===== src/hw/ras_params.svh =====
// Purpose: constants for the return address stack control block
// Assumes: included by bare name; definitions only
// Notes:   offsets are byte addresses on the plain register port
`ifndef RAS_PARAMS_SVH
`define RAS_PARAMS_SVH

`define RAS_ADDR_W        4
`define RAS_OFF_PTR       4'h0
`define RAS_OFF_TOP_LOW   4'h1
`define RAS_OFF_TOP_HIGH  4'h2
`define RAS_OFF_TOP_UPPER 4'h3
`define RAS_OFF_CONFIG    4'h4
`define RAS_BIT_FULL      7
`define RAS_BIT_UNDER     6
`define RAS_LVL_W         5
`define RAS_DEPTH         31
`define RAS_LAST_LEVEL    5'h1F
`define RAS_PC_W          21
`define RAS_PTR_RESET     8'h00
`define RAS_FAULT_PULSE   3'h4

`endif


===== src/hw/ras_pkg.sv =====
// Purpose: types shared by the return address stack control block
// Assumes: ras_params.svh gives the widths
// Notes:   none
`include "ras_params.svh"
package ras_pkg;
    typedef logic [`RAS_LVL_W-1:0] level_t;
    typedef logic [`RAS_PC_W-1:0]  entry_t;
    typedef enum logic [2:0]
    {
        ST_RUN   = 3'h1,
        ST_FAULT = 3'h2,
        ST_HOLD  = 3'h4
    } fault_state_t;
endpackage


===== src/hw/ras_mem_if.sv =====
// Purpose: port bundle between stack control and its entry memory
// Assumes: one write and one read address per cycle
// Notes:   read data are registered inside the memory
`timescale 1ns/1ps
`default_nettype none
interface ras_mem_if;
    import ras_pkg::*;
    logic   we;     // write strobe
    level_t waddr;  // write level
    entry_t wdata;  // write value
    level_t raddr;  // read level
    entry_t rdata;  // registered read value
    modport ctrl (output we, output waddr, output wdata, output raddr, input rdata);
    modport mem  (input we, input waddr, input wdata, input raddr, output rdata);
endinterface
`default_nettype wire


===== src/hw/ras_entry_mem.sv =====
// Purpose: storage of the return address entries
// Assumes: synchronous write; read data one cycle after address
// Notes:   write-through so a fresh entry is read back at once
`timescale 1ns/1ps
`default_nettype none
module ras_entry_mem
    import ras_pkg::*;
(
    input  wire logic clk,  // core clock
    ras_mem_if.mem    port  // control side
);
    entry_t store [0:`RAS_DEPTH];  // entry array, level 0 unused

    // write entry, register read data with write-through
    always_ff @(posedge clk)
    begin
        if (port.we)
        begin
            store[port.waddr] <= port.wdata;
        end
        if (port.we && (port.waddr == port.raddr))
        begin
            port.rdata <= port.wdata;
        end
        else
        begin
            port.rdata <= store[port.raddr];
        end
    end
endmodule
`default_nettype wire


===== src/hw/return_address_stack_ctrl.sv =====
// Purpose: return address stack pointer, flags and top entry access
// Assumes: push and pop are one-cycle pulses, never both at once
// Notes:   fault reset is a pulse to the device reset logic
//
// Local design decisions: the register addresses and the plain strobed port.
`timescale 1ns/1ps
`default_nettype none
`include "ras_params.svh"
module return_address_stack_ctrl
    import ras_pkg::*;
(
    input  wire logic                   clk,                      // core clock 50 MHz
    input  wire logic                   reset_n,                  // power-on reset, low
    input  wire logic                   dev_reset_n,              // other device resets, low
    input  wire logic                   stack_fault_reset_enable, // programmed config bit
    input  wire logic                   push,                     // push pulse from sequencer
    input  wire logic                   pop,                      // pop pulse from sequencer
    input  wire logic [`RAS_PC_W-1:0]   pc,                       // current program counter
    input  wire logic [`RAS_ADDR_W-1:0] addr,                     // register address
    input  wire logic [7:0]             wdata,                    // register write data
    input  wire logic                   wr,                       // write strobe
    input  wire logic                   rd,                       // read strobe
    output logic      [7:0]             rdata,                    // read data, next cycle
    output logic      [`RAS_PC_W-1:0]   top_entry,                // top value for returns
    output logic      [`RAS_LVL_W-1:0]  stack_level,              // current pointer
    output logic                        fault_reset               // device reset request
);
    // bundle towards the entry memory, one write and
    // one read port; entries are not cleared by any reset
    // so a level reads unknown until it has been written
    ras_mem_if mem_port ();

    level_t       lvl_q;               // stack_level_field
    level_t       lvl_d;               // next pointer
    logic         full_q;              // stack_full_flag
    logic         full_d;              // next full flag
    logic         under_q;             // stack_underflow_flag
    logic         under_d;             // next underflow flag
    logic [7:0]   rdata_q;             // read data register
    logic [7:0]   rdata_d;             // next read data
    logic         fault_q;             // fault reset output register
    logic         cfg_q;               // latched config bit
    logic [2:0]   pulse_q;             // fault pulse counter
    fault_state_t state_q;             // fault sequencer state
    fault_state_t state_d;             // next fault state
    logic         run_q;               // low in the first cycle after power-on release

    // address decode and strobe qualification
    // an accepted push or pop outranks a same-cycle pointer write
    // a refused push or pop still raises its flag
    // a push into the last level counts as full
    wire sel_ptr   = (addr == `RAS_OFF_PTR);
    wire sel_low   = (addr == `RAS_OFF_TOP_LOW);
    wire sel_high  = (addr == `RAS_OFF_TOP_HIGH);
    wire sel_upper = (addr == `RAS_OFF_TOP_UPPER);
    wire sel_cfg   = (addr == `RAS_OFF_CONFIG);
    wire wr_ptr    = wr && sel_ptr;
    wire wr_top    = wr && (sel_low || sel_high || sel_upper);
    wire at_last   = (lvl_q == `RAS_LAST_LEVEL);
    wire at_zero   = (lvl_q == 5'h00);
    wire do_push   = push && !at_last;
    wire do_pop    = pop && !at_zero;
    wire set_full  = push && (at_last || (lvl_q == 5'h1E));
    wire set_under = pop && at_zero;
    wire fault_ev  = set_full || set_under;

    // top entry value with a software byte patch applied
    // the patch works on the registered top, so a byte
    // write lands on the entry that reads back now
    // upper window only holds five live bits
    wire entry_t cur_top = mem_port.rdata;
    wire entry_t patched =
        sel_low  ? {cur_top[20:8], wdata} :
        sel_high ? {cur_top[20:16], wdata, cur_top[7:0]} :
                   {wdata[4:0], cur_top[15:0]};

    // memory port: push stores PC at new level, software patches top
    // the read address follows the next pointer, so the
    // registered read data already show the new top
    // one cycle after any push, pop or pointer write
    assign mem_port.we    = do_push || wr_top;
    assign mem_port.waddr = do_push ? level_t'(lvl_q + 5'h01) : lvl_q;
    assign mem_port.wdata = do_push ? pc : patched;
    assign mem_port.raddr = lvl_d;

    // entry memory, read data registered inside
    // with a write-through path for same-level writes
    ras_entry_mem u_mem
    (
        .clk  (clk),
        .port (mem_port)
    );

    // next pointer
    // push and pop move it by one, a software write
    // loads the level field, and a device reset parks
    // it at zero so the read port follows at once
    always_comb
    begin
        lvl_d = lvl_q;
        if (do_push)
        begin
            lvl_d = level_t'(lvl_q + 5'h01);
        end
        else if (do_pop)
        begin
            lvl_d = level_t'(lvl_q - 5'h01);
        end
        else if (wr_ptr)
        begin
            lvl_d = wdata[4:0];
        end
        // a device reset parks the read port on level zero too
        if (!dev_reset_n)
        begin
            lvl_d = 5'h00;
        end
    end

    // sticky flags: set wins over a software clear
    // writing zero to a flag bit clears it, writing one
    // leaves it alone, so software cannot fake a fault
    // a fault in the same cycle as a clear is kept
    always_comb
    begin
        full_d  = full_q;
        under_d = under_q;
        if (wr_ptr && !wdata[`RAS_BIT_FULL])
        begin
            full_d = 1'b0;
        end
        if (wr_ptr && !wdata[`RAS_BIT_UNDER])
        begin
            under_d = 1'b0;
        end
        if (set_full)
        begin
            full_d = 1'b1;
        end
        if (set_under)
        begin
            under_d = 1'b1;
        end
    end

    // read mux, bit 5 of pointer always zero
    // read data are zero outside a read strobe, so the
    // registered value stands for exactly one cycle
    // unmapped offsets read as zero
    always_comb
    begin
        rdata_d = 8'h00;
        if (rd)
        begin
            case (1'b1)
                sel_ptr:   rdata_d = {full_q, under_q, 1'b0, lvl_q};
                sel_low:   rdata_d = cur_top[7:0];
                sel_high:  rdata_d = cur_top[15:8];
                sel_upper: rdata_d = {3'h0, cur_top[20:16]};
                sel_cfg:   rdata_d = {7'h00, cfg_q};
                default:   rdata_d = 8'h00;
            endcase
        end
    end

    // fault sequencer: flag and reset pulse start together
    // flag and request rise on the same edge; the reset
    // that comes back later clears only the pointer
    // further events are ignored until one cycle after the pulse ends
    always_comb
    begin
        state_d = state_q;
        case (state_q)
            ST_RUN:
            begin
                if (fault_ev && cfg_q)
                begin
                    state_d = ST_FAULT;
                end
            end
            ST_FAULT:
            begin
                if (pulse_q == `RAS_FAULT_PULSE)
                begin
                    state_d = ST_HOLD;
                end
            end
            ST_HOLD:
            begin
                state_d = ST_RUN;
            end
            default:
            begin
                state_d = ST_RUN;
            end
        endcase
    end

    // flags survive every reset but power-on
    // of the resets only reset_n clears them; dev_reset_n is
    // deliberately not looked at here, so a fault
    // reset cannot wipe the reason it was raised
    always_ff @(posedge clk)
    begin
        if (!reset_n)
        begin
            full_q  <= 1'b0;
            under_q <= 1'b0;
        end
        else
        begin
            full_q  <= full_d;
            under_q <= under_d;
        end
    end

    // config bit caught after power-on release
    // the bit is fixed at programming time, so sampling
    // it every clock only costs one cycle of delay
    // before a fault reset can be requested
    always_ff @(posedge clk)
    begin
        if (!reset_n)
        begin
            cfg_q <= 1'b0;
        end
        else
        begin
            cfg_q <= stack_fault_reset_enable;
        end
    end

    // pointer, cleared by any reset including a fault reset
    // a fault reset request comes back on dev_reset_n
    // and empties the stack while the flags stay set
    // so software can still read why it happened
    always_ff @(posedge clk)
    begin
        if (!reset_n || !dev_reset_n)
        begin
            lvl_q <= 5'h00;
        end
        else
        begin
            lvl_q <= lvl_d;
        end
    end

    // fault state and pulse counter
    // the counter runs only in the fault state and the
    // output is high for as long as that state lasts
    // giving a fixed length request to the reset logic
    always_ff @(posedge clk)
    begin
        if (!reset_n)
        begin
            state_q <= ST_RUN;
            pulse_q <= 3'h0;
            fault_q <= 1'b0;
        end
        else
        begin
            state_q <= state_d;
            pulse_q <= (state_d == ST_FAULT) ? 3'(pulse_q + 3'h1) : 3'h0;
            fault_q <= (state_d == ST_FAULT);
        end
    end

    // output registers
    // run_q masks the top entry in the first cycle after
    // power-on release, while the memory read register
    // still holds a value from before the reset
    always_ff @(posedge clk)
    begin
        if (!reset_n)
        begin
            rdata_q <= `RAS_PTR_RESET;
            run_q   <= 1'b0;
        end
        else
        begin
            rdata_q <= rdata_d;
            run_q   <= 1'b1;
        end
    end

    assign rdata       = rdata_q;
    assign top_entry   = run_q ? cur_top : '0;
    assign stack_level = lvl_q;
    assign fault_reset = fault_q;
endmodule
`default_nettype wire


===== config.mk =====
export PLATFORM = sky130hd
export DESIGN_NAME = return_address_stack_ctrl
export DESIGN_NICKNAME = d
export VERILOG_FILES = /design/src/hw/ras_pkg.sv /design/src/hw/ras_mem_if.sv /design/src/hw/ras_entry_mem.sv /design/src/hw/return_address_stack_ctrl.sv
export VERILOG_INCLUDE_DIRS = /design/src /design/src/hw
export SDC_FILE = /design/constraint.sdc
export NUM_CORES = 1
export LEC_CHECK = 0
export ABC_CLOCK_PERIOD_IN_PS = 4700
export BUFFER_PORTS_ARGS = -buffer_cell sky130_fd_sc_hd__buf_2
export CAP_MARGIN = 20
export CORE_MARGIN = 2
export CORE_UTILIZATION = 40
export DETAILED_ROUTE_END_ITERATION = 8
export GPL_TIMING_DRIVEN = 0
export PLACE_DENSITY = 0.63
export SLEW_MARGIN = 20
export SYNTH_ARGS = -nofsm -noshare
export SYNTH_HDL_FRONTEND = slang
export SYNTH_SLANG_ARGS = --single-unit

===== constraint.sdc =====
create_clock -name clk -period 4.7 [get_ports clk]
set_input_delay 0.94 -clock clk [delete_from_list [all_inputs] [get_ports clk]]
set_output_delay 0.94 -clock clk [all_outputs]
set_load 0.02 [all_outputs]

[Word level (Yosys, flattened, before mapping)]
Memory sizes are Yosys's and may differ from the RTL's. A register that Yosys moved wholly into a read port is not among the register bits.
Index checks and enable logic that the tools add are counted.
Cells by class
  shifts and indexed selects: 0
  eq/ne operators: 10
  multipliers: 0
  bitwise logic cells: 2
  $lt $le $gt $ge: 0
  div/mod/pow operators: 0
  add/sub/neg operators: 3
  reduce and logical (&&, ||, !) cells: 28
  muxes and demuxes: 24
Operators with widths (count)
  21-bit two-way mux: 4
  5-bit two-way mux: 6
  8-bit two-way mux: 3
  5-bit == test, second input constant: 2
  1-bit logical AND: 9
  4-bit by 2-bit == test with 1-bit output, second input constant: 2
  1-bit two-way mux: 8
  3-bit by 2-bit == test with 1-bit output, second input constant: 2
  1-bit logical NOT: 6
  1-bit logical OR: 6
  3-bit two-way mux: 2
  3-bit case mux with 2 select lines: 1
  5-bit by 1-bit adder with 5-bit output, second input constant: 1
  5-bit logical NOT: 1
  5-bit by 1-bit subtractor with 5-bit output, second input constant: 1
  4-bit by 1-bit == test with 1-bit output, second input constant: 1
  4-bit by 3-bit == test with 1-bit output, second input constant: 1
  4-bit logical NOT: 1
  2-bit AND reduction: 2
  2-bit nonzero test: 2
  3-bit by 1-bit adder with 3-bit output, second input constant: 1
  3-bit by 1-bit == test with 1-bit output, second input constant: 1
  3-bit == test, second input constant: 1
  3-bit OR reduction: 1
  1-bit NOT: 2
Storage, ports and cells
  output and inout bits: 35
  memories: 1
  memory bits (writable): 672
  logic and storage cells: 78
  ROM bits: 0
  latch bits: 0
  register bits: 24
Memory list
  u_mem.store: words 32, width 21, read ports 1, clocked after memory_dff 1, write ports 1, line ras_entry_mem.sv:12  | entry_t store [0:`RAS_DEPTH];

[Longest topological paths before layout]
Gate-level depths: netlist of run 1.
  word-level depth: 9
  gate-level depth with buffers: 11

[Hierarchy]
Synthesis of run 1 repeated with hierarchy kept, for this count alone.
Unflattened totals
  cell total of the unflattened synthesis: 1732
  area total of the unflattened synthesis: 28612.4 µm²
By module, submodules not included
  ras_entry_mem: instances 1, cells an instance 1465, area an instance 26431.6 µm², seq. area each 20279.4 µm²
  return_address_stack_ctrl: instances 1, cells an instance 267, area an instance 2180.8 µm², seq. area each 480.5 µm²

[Least setup slack after synthesis of run 1]
No wires, ideal clock.
  kind: input to register
  start: in addr[2]
  end: mem u_mem.store[0][16] in the netlist's numbering (data pin)
  stages: 4
  library setup time: 454 ps
  arrival time: 3441 ps
  path slack: 805 ps
  path through: nor4_1 nor2_1 mux2i_1 o21ai_0
Between the ends
  cells in the longest elaborated chain, start to end: 4
RTL lines
  from (decl): line return_address_stack_ctrl.sv:19  | input wire logic [`RAS_ADDR_W-1:0] addr,
  4-bit by 2-bit == test with 1-bit output (no line)
  21-bit two-way mux: line return_address_stack_ctrl.sv:74  | sel_high ? {cur_top[20:16], wdata, cur_top[7:0]} :
  21-bit two-way mux (*): line return_address_stack_ctrl.sv:73  | sel_low ? {cur_top[20:8], wdata} :
  21-bit two-way mux (*): line return_address_stack_ctrl.sv:83  | assign mem_port.wdata = do_push ? pc : patched;
  named net mem_port.wdata[16]: line ras_mem_if.sv:10  | entry_t wdata;
  to (decl): line ras_entry_mem.sv:12
The timed path passes the listed nets; every way through them passes the cells marked *.

==> flow_metrics.py, run 1 <==
metrics = {
    "run_status": {
        "outcome": "completed",
    },
    "placement": {
        "dp_cells": 2380,
        "place_hpwl_mm": 50.6,
        "place_area_mm2": 0.0307,
        "gp_congestion": 0.908,
        "pre_cts_slack_ps": 438,
        "port_buffers": 75,
    },
    "power_and_ir_drop": {
        "p_total_mw": 13.9,
        "total_leakage_power_nw": 10.3,
        "cellPowerDensity_mw_per_mm2": 421,
        "irDropWorstVdd_mv": 0.356,
    },
    "cts": {
        "cts_hold_buf": 0,
        "htreeDepth": 3,
        "clkTransAtPathRegs_ps": 60,
        "clock_path_buffers": 3,
        "cts_buffers": 70,
        "cts_tree": "done",
        "clockRootBuffer": "clkbuf_16",
        "cts_sinks": 701,
        "clk_latency_ps": 610,
    },
    "final_layout": {
        "nets": 1569,
        "register_area_mm2": 0.0208,
        "areaGrowthSynthToFinish_pct": 19.0,
        "layout-drive-gt1-share_pct": 34.4,
        "final.fill_count": 5522,
        "stdcell_count": 2507,
        "multi_input_area_mm2": 0.00698,
        "fin_area_mm2": 0.0330,
    },
    "global_routing": {
        "antenna_found_initial": 5,
        "grt_pass1_vias": 14500,
        "grt_util_all_layers_pct": 21.3,
        "grt_max_degree": 33,
        "grt_pass1_wl_mm": 106,
        "grt_overflow": 0,
    },
    "sta": {
        "period_share_pct": 98.3,
        "relSlewSlack_pct": 36.1,
        "fin_crit_ps": 4620,
        "setup_ws_ps": 78.1,
        "hold_viol_final": 0,
        "maxSlewViolCount": 0,
        "fin_setup_tns_ps": 0,
        "fmax_mhz": 216,
        "rsz0062_at_grt": "no",
        "tightestPinTransition_ps": 958,
        "setup_viol": 0,
        "fin_skew_ps": 26.2,
    },
    "yosys": {
        "synth_seq_cells": 701,
        "synth_ff_type": "edfxtp_1",
        "ys.warnings.count": 0,
        "async_flop_share_pct": 0,
        "avgSynthCellArea_um2": 21.0,
        "syn-cell-area_mm2": 0.0277,
        "syn_nets": 1372,
        "synth.most_common_cell": "edfxtp_1",
        "synth_edf_count": 672,
        "synthCells": 1324,
        "synthTopCellsByArea": "edfxtp_1, mux4_2, dfxtp_1",
        "synth_seq_area_share_pct": 74.8,
        "synth_top_area_share_pct": 72.7,
        "synth_commonest_cells": "edfxtp_1, mux4_2, nor2_1",
        "yosysTopAreaCell": "edfxtp_1",
        "ys_types": 49,
    },
    "critical_path": {
        "start_kind": "flop",
        "r2r_cells": 10,
        "endpoint_kind": "output port",
        "cp_max_fo": 10,
        "cp.required_ps": 3760,
        "crit_type": "flop to output port",
        "crit_arrival_ps": 3680,
        "reg2reg_to": "u_mem.store[27][19]",
        "endpoint": "top_entry[2]",
        "r2r_slack_ps": 760,
        "reg2reg_from": "stack_level[2]",
    },
    "drt": {
        "wl_per_cell_um": 30.0,
        "wirelength_mm": 75.3,
        "viasPerCell": 5.86,
        "remaining_drc_errors": 0,
        "drtAntennaViolNets": 0,
        "drtPass1Iterations": 5,
        "route.vias.total": 14700,
        "drt_iter0_drc": 1880,
    },
    "floorplan": {
        "fp.coreArea_mm2": 0.0686,
        "num_rows": 96,
        "initial_core_util_pct": 40.4,
        "die_w_um": 267,
        "die_y_um": 267,
        "dieArea_mm2": 0.0715,
        "ios": 76,
    },
    "min_path": {
        "hp-class": "flop to flop",
    },
    "flow_run": {
        "maxCapViolations": 0,
    },
}
## worst min-delay path by stage
stage | start | endpoint | slack [ps] | cells after the start
floorplan | full_q | full_q | 450 | 2
global placement | under_q | under_q | 470 | 2
detailed placement | under_q | under_q | 480 | 2
CTS | under_q | under_q | 490 | 2
global route | under_q | under_q | 540 | 2
finish | under_q | under_q | 510 | 2
## cells in the final DEF (no fill, tap or decap), types with 29 or more instances in the layout
master       n
mux4_2     192
edfxtp_1   672
nand2_1     43
clkbuf_1    40
dfxtp_1     29
buf_2       92
nor2_4      32
nor2_1      43
mux2i_1     38
clkbuf_16   73
## registers in the layout, indices dropped and copies added (netlist names), 3 cells and up, named ones only
name         count
rdata            8
pulse_q          3
u_mem.store    672
state_q          3
stack_level      5
## kinds of logic (layout without fill, tap and decap cells)
family / after synthesis / after routing / share of synthesized area (%)
AO/OA/AOI/OAI: 108 / 108 / 2.44
XOR/XNOR: 5 / 5 / 0.158
adder cells (fa/ha/maj): 7 / 7 / 0.316
buffers and inverters: 78 / 328 / 1.55
flip-flops: 701 / 701 / 74.8
multiplexers: 253 / 253 / 17.9
other: 0 / 2 / 0
AND/OR/NAND/NOR: 172 / 172 / 2.83
## stage by stage
step / utilization (%) / hold WS, ps
after floorplan: - / 454
after global placement: 42.7 / 473
after detailed placement: 44.7 / 484
after CTS: 48.0 / 494
after global routing: 48.1 / 542
final: 48.1 / 505
## layer usage
layer / routed length, um / global-route usage (%) / vias to the layer above
met5: 44 / 0 / -
met4: 2530 / 7.85 / 6
met3: 7650 / 4.84 / 144
met2: 33900 / 31.7 / 869
met1: 31100 / 30.7 / 7772
li1: - / - / 5903
## where the power goes
group	internal [mW]	switching, mW	leakage [nW]	total (mW)
registers	7.04	0.0188	6.27	7.06
logic	0.501	0.826	2.95	1.33
clock network	3.21	2.28	1.12	5.49
## final cells by class
class / instances / area share (%)
well taps: 931 / 3.53
plain buffers: 68 / 1.19
clock inverters: 28 / 0.773
multi-input cells: 545 / 21.1
clock buffers: 97 / 6.08
flip-flops and latches: 701 / 62.9
diodes: 2 / 0.0152
repair buffers: 125 / 4.25
inverters: 10 / 0.114
## what timing repair did
action	4_1_cts	5_1_grt
pin swaps	0	0
setup endpoints to repair	8	6
setup buffers	0	0
gates resized for setup	7	6
endpoints found under the hold margin	0	0
## worst max-delay path: stages (launching register included)
cell	delay (ps)
dfxtp_1	310
buf_2	180
buf_2	330
buf_2	360
buf_2	370
buf_4	330
mux2i_1	190
a221oi_2	540
and2_1	250
buf_2	180
Power figures use the tool's default switching activity.
==> inputs of run 2 (changes only) <==
Settings changed: ABC_CLOCK_PERIOD_IN_PS 4700 to 6000, SLEW_MARGIN 20 to 5.
Clock period 4.7 ns to 6 ns, I/O delays scaled along.
==> run 2 against run 1 <==
  * Non-clock buffer count up 4
  * Largest cell class unchanged
  * Critical endpoint is now top_entry[4]
  * Largest power group unchanged
  * Via count down 0.15%
  * Critical path type unchanged
  * Clock power down 19%
  * First-iteration DRC count up 15%
  * Critical path depth unchanged
  * Combinational power down 23%
  * Highest routed layer unchanged
  * Clock-buffer cell count down 7
==> flow_metrics.py, run 2 (synthesis results as in run 1) <==
metrics = {
    "sta": {
        "setup_viol": 0,
        "period_share_pct": 86.6,
        "fin_skew_ps": 17.1,
        "rsz0062_at_grt": "no",
        "fin_setup_tns_ps": 0,
        "fmax_mhz": 193,
        "hold_viol_final": 0,
        "relSlewSlack_pct": 20.8,
        "worst_hold_slack_ps": 493,
        "fin_crit_ps": 5190,
        "tightestPinTransition_ps": 1150,
        "maxSlewViolCount": 0,
    },
    "floorplan": {
        "die_w_um": 267,
        "die_y_um": 267,
        "initial_core_util_pct": 40.4,
        "dieArea_mm2": 0.0715,
        "ios": 76,
        "num_rows": 96,
        "fp.coreArea_mm2": 0.0686,
    },
    "cts": {
        "cts_buffers": 69,
        "cts_sinks": 701,
        "clock_path_buffers": 3,
        "cts_setup_buffers": 0,
        "cts_resized": 0,
        "clkTransAtPathRegs_ps": 60,
        "htreeDepth": 3,
        "cts_hold_buf": 0,
        "cts_tree": "done",
        "clk_latency_ps": 620,
        "clockRootBuffer": "clkbuf_16",
    },
    "global_routing": {
        "grt_max_degree": 33,
        "grt_overflow": 0,
        "grt_pass1_vias": 14500,
        "grt_util_all_layers_pct": 21.5,
        "antenna_found_initial": 4,
        "grt_pass1_wl_mm": 106,
    },
    "critical_path": {
        "endpoint_kind": "output port",
        "cp.required_ps": 4800,
        "start_kind": "flop",
        "crit_arrival_ps": 3990,
        "cp_max_fo": 10,
        "crit_type": "flop to output port",
    },
    "drt": {
        "wl_per_cell_um": 30.0,
        "drtPass1Iterations": 5,
        "wirelength_mm": 75.5,
        "route.vias.total": 14700,
        "viasPerCell": 5.84,
        "drt_iter0_drc": 2163,
        "remaining_drc_errors": 0,
        "drtAntennaViolNets": 0,
    },
    "run_status": {
        "outcome": "completed",
    },
    "placement": {
        "port_buffers": 75,
        "place_hpwl_mm": 50.8,
        "gp_congestion": 0.908,
    },
    "flow_run": {
        "maxCapViolations": 0,
    },
    "final_layout": {
        "multi_input_area_mm2": 0.00687,
        "largest_reg_flops": 672,
        "nets": 1572,
        "final_cell_mix": "edfxtp_1, mux4_2, buf_2",
        "layout-drive-gt1-share_pct": 33.9,
        "final_common_cell": "edfxtp_1",
        "areaGrowthSynthToFinish_pct": 19.1,
        "regMostFlops": "u_mem.store",
        "register_area_mm2": 0.0208,
        "final.fill_count": 5536,
    },
    "min_path": {
        "hp-class": "flop to flop",
    },
    "power_and_ir_drop": {
        "total_leakage_power_nw": 10.4,
        "cellPowerDensity_mw_per_mm2": 333,
        "irDropWorstVdd_mv": 0.297,
    },
}
## run 2: cell count changes in the layout (fill, tap and decap cells not counted), sizes merged
cell	change
clkbuf	-7
clkinv	+1
clkdlybuf4s18	+1
clkinvlp	+2
diode	+1
bufinv	+5
inv	+1
buf	+3
## run 2: worst max-delay path, stage by stage, from the launching register on
cell and delay, ps:
dfxtp_1 310, buf_2 180, buf_2 330, buf_2 370, buf_2 370, buf_4 330, mux2i_1 180, a221oi_1 800
and2_1 300, buf_2 190
## run 2: layer usage
layer	wire (um)	part of all wire, %	global-route usage [%]	vias to the layer above
met5	13	0.017	0	-
met4	2110	2.8	7.18	2
met3	8150	11	5.54	155
met2	34800	46	32.7	839
met1	30400	40	30.2	7762
li1	-	-	-	5914
## run 2: report_power, final
part | switching [mW] | internal, mW | leakage (nW)
clock network | 1.82 | 2.63 | 1.13
logic | 0.636 | 0.394 | 2.95
registers | 0.0151 | 5.51 | 6.27
total | 2.47 | 8.53 | 10.4
## run 2: final timing paths
path | startpoint | to | slack (ps) | cells past startpoint
min reg2reg | under_q | under_q | 490 | 2
max | flop | top_entry[4] | 810 | 9
min | under_q | under_q | 490 | 2
max reg2reg | flop | u_mem.store[1][2] | 1840 | 10
## run 2: cell type report
cell class | instances | area share, %
diodes | 3 | 0.0227
plain buffers | 68 | 1.19
clock buffers | 90 | 5.72
clock inverters | 37 | 1.33
inverters | 10 | 0.114
multi-input cells | 545 | 20.8
flip-flops and latches | 701 | 62.9
well taps | 931 | 3.53
repair buffers | 129 | 4.44
## run 2: per-stage QoR
stage / util [%] / std cells / area, um2 / setup slack (ps) / total power [mW]
detailed placement: 44.7 / 2383 / 30700 / 1480 / 6.66
CTS: 48.1 / 2510 / 33000 / 818 / 11.1
global placement: 42.7 / 2330 / 29300 / 143 / 6.56
global route: 48.1 / 2511 / 33000 / 719 / 11.3
floorplan: - / 1324 / 27700 / 1840 / 6.24
finish: 48.2 / 2514 / 33000 / 807 / 11.0
==> inputs of run 3 (changes only) <==
Settings changed: CORE_UTILIZATION 40 to 45, PLACE_DENSITY 0.63 to 0.69.
==> run 3 against run 2 <==
  * Fmax fell by 2.9%
  * Clock skew rose by 3.8 ps
  * Worst hold slack improved by 0.89 ps
  * Global-route usage rose by 3.2 points
  * Non-clock buffer count did not move
  * Routed wire length rose by 2.1%
  * Design area fell by 1.1%
  * Via count rose by 1.0%
  * First-iteration DRC count rose by 3.4%
  * Utilization rose by 5.1 points
  * Register-to-register slack got worse by 160 ps
  * Die area fell by 11%
  * Largest power group unchanged
==> flow_metrics.py, run 3 (synthesis results as in run 1) <==
metrics = {
    "placement": {
        "place_hpwl_mm": 50.5,
        "port_buffers": 75,
        "gp_congestion": 0.894,
        "dp_cells": 2243,
        "place_area_mm2": 0.0305,
    },
    "sta": {
        "fin_skew_ps": 20.9,
        "setup_viol": 0,
        "fmax_mhz": 187,
        "worst_hold_slack_ps": 494,
        "rsz0062_at_grt": "no",
        "tightestPinTransition_ps": 1200,
        "maxSlewViolCount": 0,
        "fin_crit_ps": 5350,
        "relSlewSlack_pct": 20.1,
        "period_share_pct": 89.1,
        "hold_viol_final": 0,
    },
    "cts": {
        "cts_resized": 0,
        "clk_latency_ps": 610,
        "cts_buffers": 68,
        "cts_setup_buffers": 0,
        "cts_sinks": 701,
        "clock_path_buffers": 3,
        "clockRootBuffer": "clkbuf_16",
        "cts_hold_buf": 0,
        "cts_tree": "done",
        "clkTransAtPathRegs_ps": 60,
        "htreeDepth": 3,
    },
    "floorplan": {
        "ios": 76,
        "dieArea_mm2": 0.0636,
        "die_w_um": 252,
        "die_y_um": 252,
        "initial_core_util_pct": 45.2,
        "num_rows": 91,
        "fp.coreArea_mm2": 0.0614,
    },
    "min_path": {
        "hp-class": "flop to flop",
    },
    "drt": {
        "drtPass1Iterations": 6,
        "drtAntennaViolNets": 0,
        "drt_iter0_drc": 2237,
        "route.vias.total": 14800,
        "viasPerCell": 6.26,
        "wl_per_cell_um": 32.5,
        "remaining_drc_errors": 0,
        "wirelength_mm": 77.0,
    },
    "global_routing": {
        "grt_pass1_wl_mm": 108,
        "antenna_found_initial": 4,
        "grt_overflow": 0,
        "grt_util_all_layers_pct": 24.7,
        "grt_max_degree": 33,
        "grt_pass1_vias": 15000,
    },
    "final_layout": {
        "final_cell_mix": "edfxtp_1, mux4_2, buf_2",
        "stdcell_count": 2369,
        "layout-drive-gt1-share_pct": 33.5,
        "regMostFlops": "u_mem.store",
        "areaGrowthSynthToFinish_pct": 17.8,
        "final_common_cell": "edfxtp_1",
        "nets": 1571,
        "fin_area_mm2": 0.0327,
        "final_core_util_pct": 53.2,
        "largest_reg_flops": 672,
    },
    "critical_path": {
        "cp_max_fo": 10,
        "crit_arrival_ps": 4150,
        "start_kind": "flop",
        "cp.required_ps": 4800,
        "endpoint_kind": "output port",
        "crit_type": "flop to output port",
    },
    "flow_run": {
        "maxCapViolations": 0,
    },
    "run_status": {
        "outcome": "completed",
    },
    "power_and_ir_drop": {
        "irDropWorstVdd_mv": 0.253,
        "total_leakage_power_nw": 10.3,
        "cellPowerDensity_mw_per_mm2": 329,
    },
}
run 3: per-layer routing:
| metal | share of wire (%) | GRT usage (%) | wire [um] | up-vias |
|---|---|---|---|---|
| met5 | 0.017 | 0 | 13 | - |
| met4 | 4.8 | 12.2 | 3680 | 2 |
| met3 | 11 | 5.12 | 8440 | 205 |
| met2 | 47 | 38.0 | 36100 | 1021 |
| met1 | 37 | 33.9 | 28900 | 7688 |
| li1 | - | - | - | 5906 |
run 3: through the flow:
stage          setup WS, ps  power [mW]  setup TNS (ps)
3_5_place_dp           1440        6.64               0
6_report                652        10.7               0
2_1_floorplan          1840        6.24               0
5_1_grt                 621        11.0               0
3_3_place_gp           -282        6.54           -8990
4_1_cts                 782        10.8               0
run 3: area by class of cell:
class	count	area, um2
Inverter	10	37.5
Fill cell	4608	28700
Antenna cell	2	5.00
Tap cell	790	988
Timing Repair Buffer	129	1420
Clock buffer	96	1970
Sequential cell	701	20800
Multi-Input combinational cell	545	6880
Buffer	68	392
Clock inverter	28	208
run 3: path summary, 6_finish.rpt:
kind | startpoint | to | slack, ps | cells after the start
hold / removal | under_q | under_q | 490 | 2
hold reg to reg | under_q | under_q | 490 | 2
setup / recovery | flop | top_entry[4] | 650 | 6
setup reg to reg | flop | u_mem.store[1][1] | 1680 | 7
run 3: report_power, final:
| part | total, mW | internal (mW) | switching [mW] |
|---|---|---|---|
| Clock | 4.19 | 2.43 | 1.77 |
| Combinational | 1.02 | 0.391 | 0.632 |
| Sequential | 5.53 | 5.51 | 0.0157 |
run 3: worst max-delay path: stages (launching register included):
cell and delay [ps]:
dfxtp_1 310, buf_1 700, clkbuf_1 800, nor2_1 270
a221oi_1 1070, and2_1 240, buf_2 160
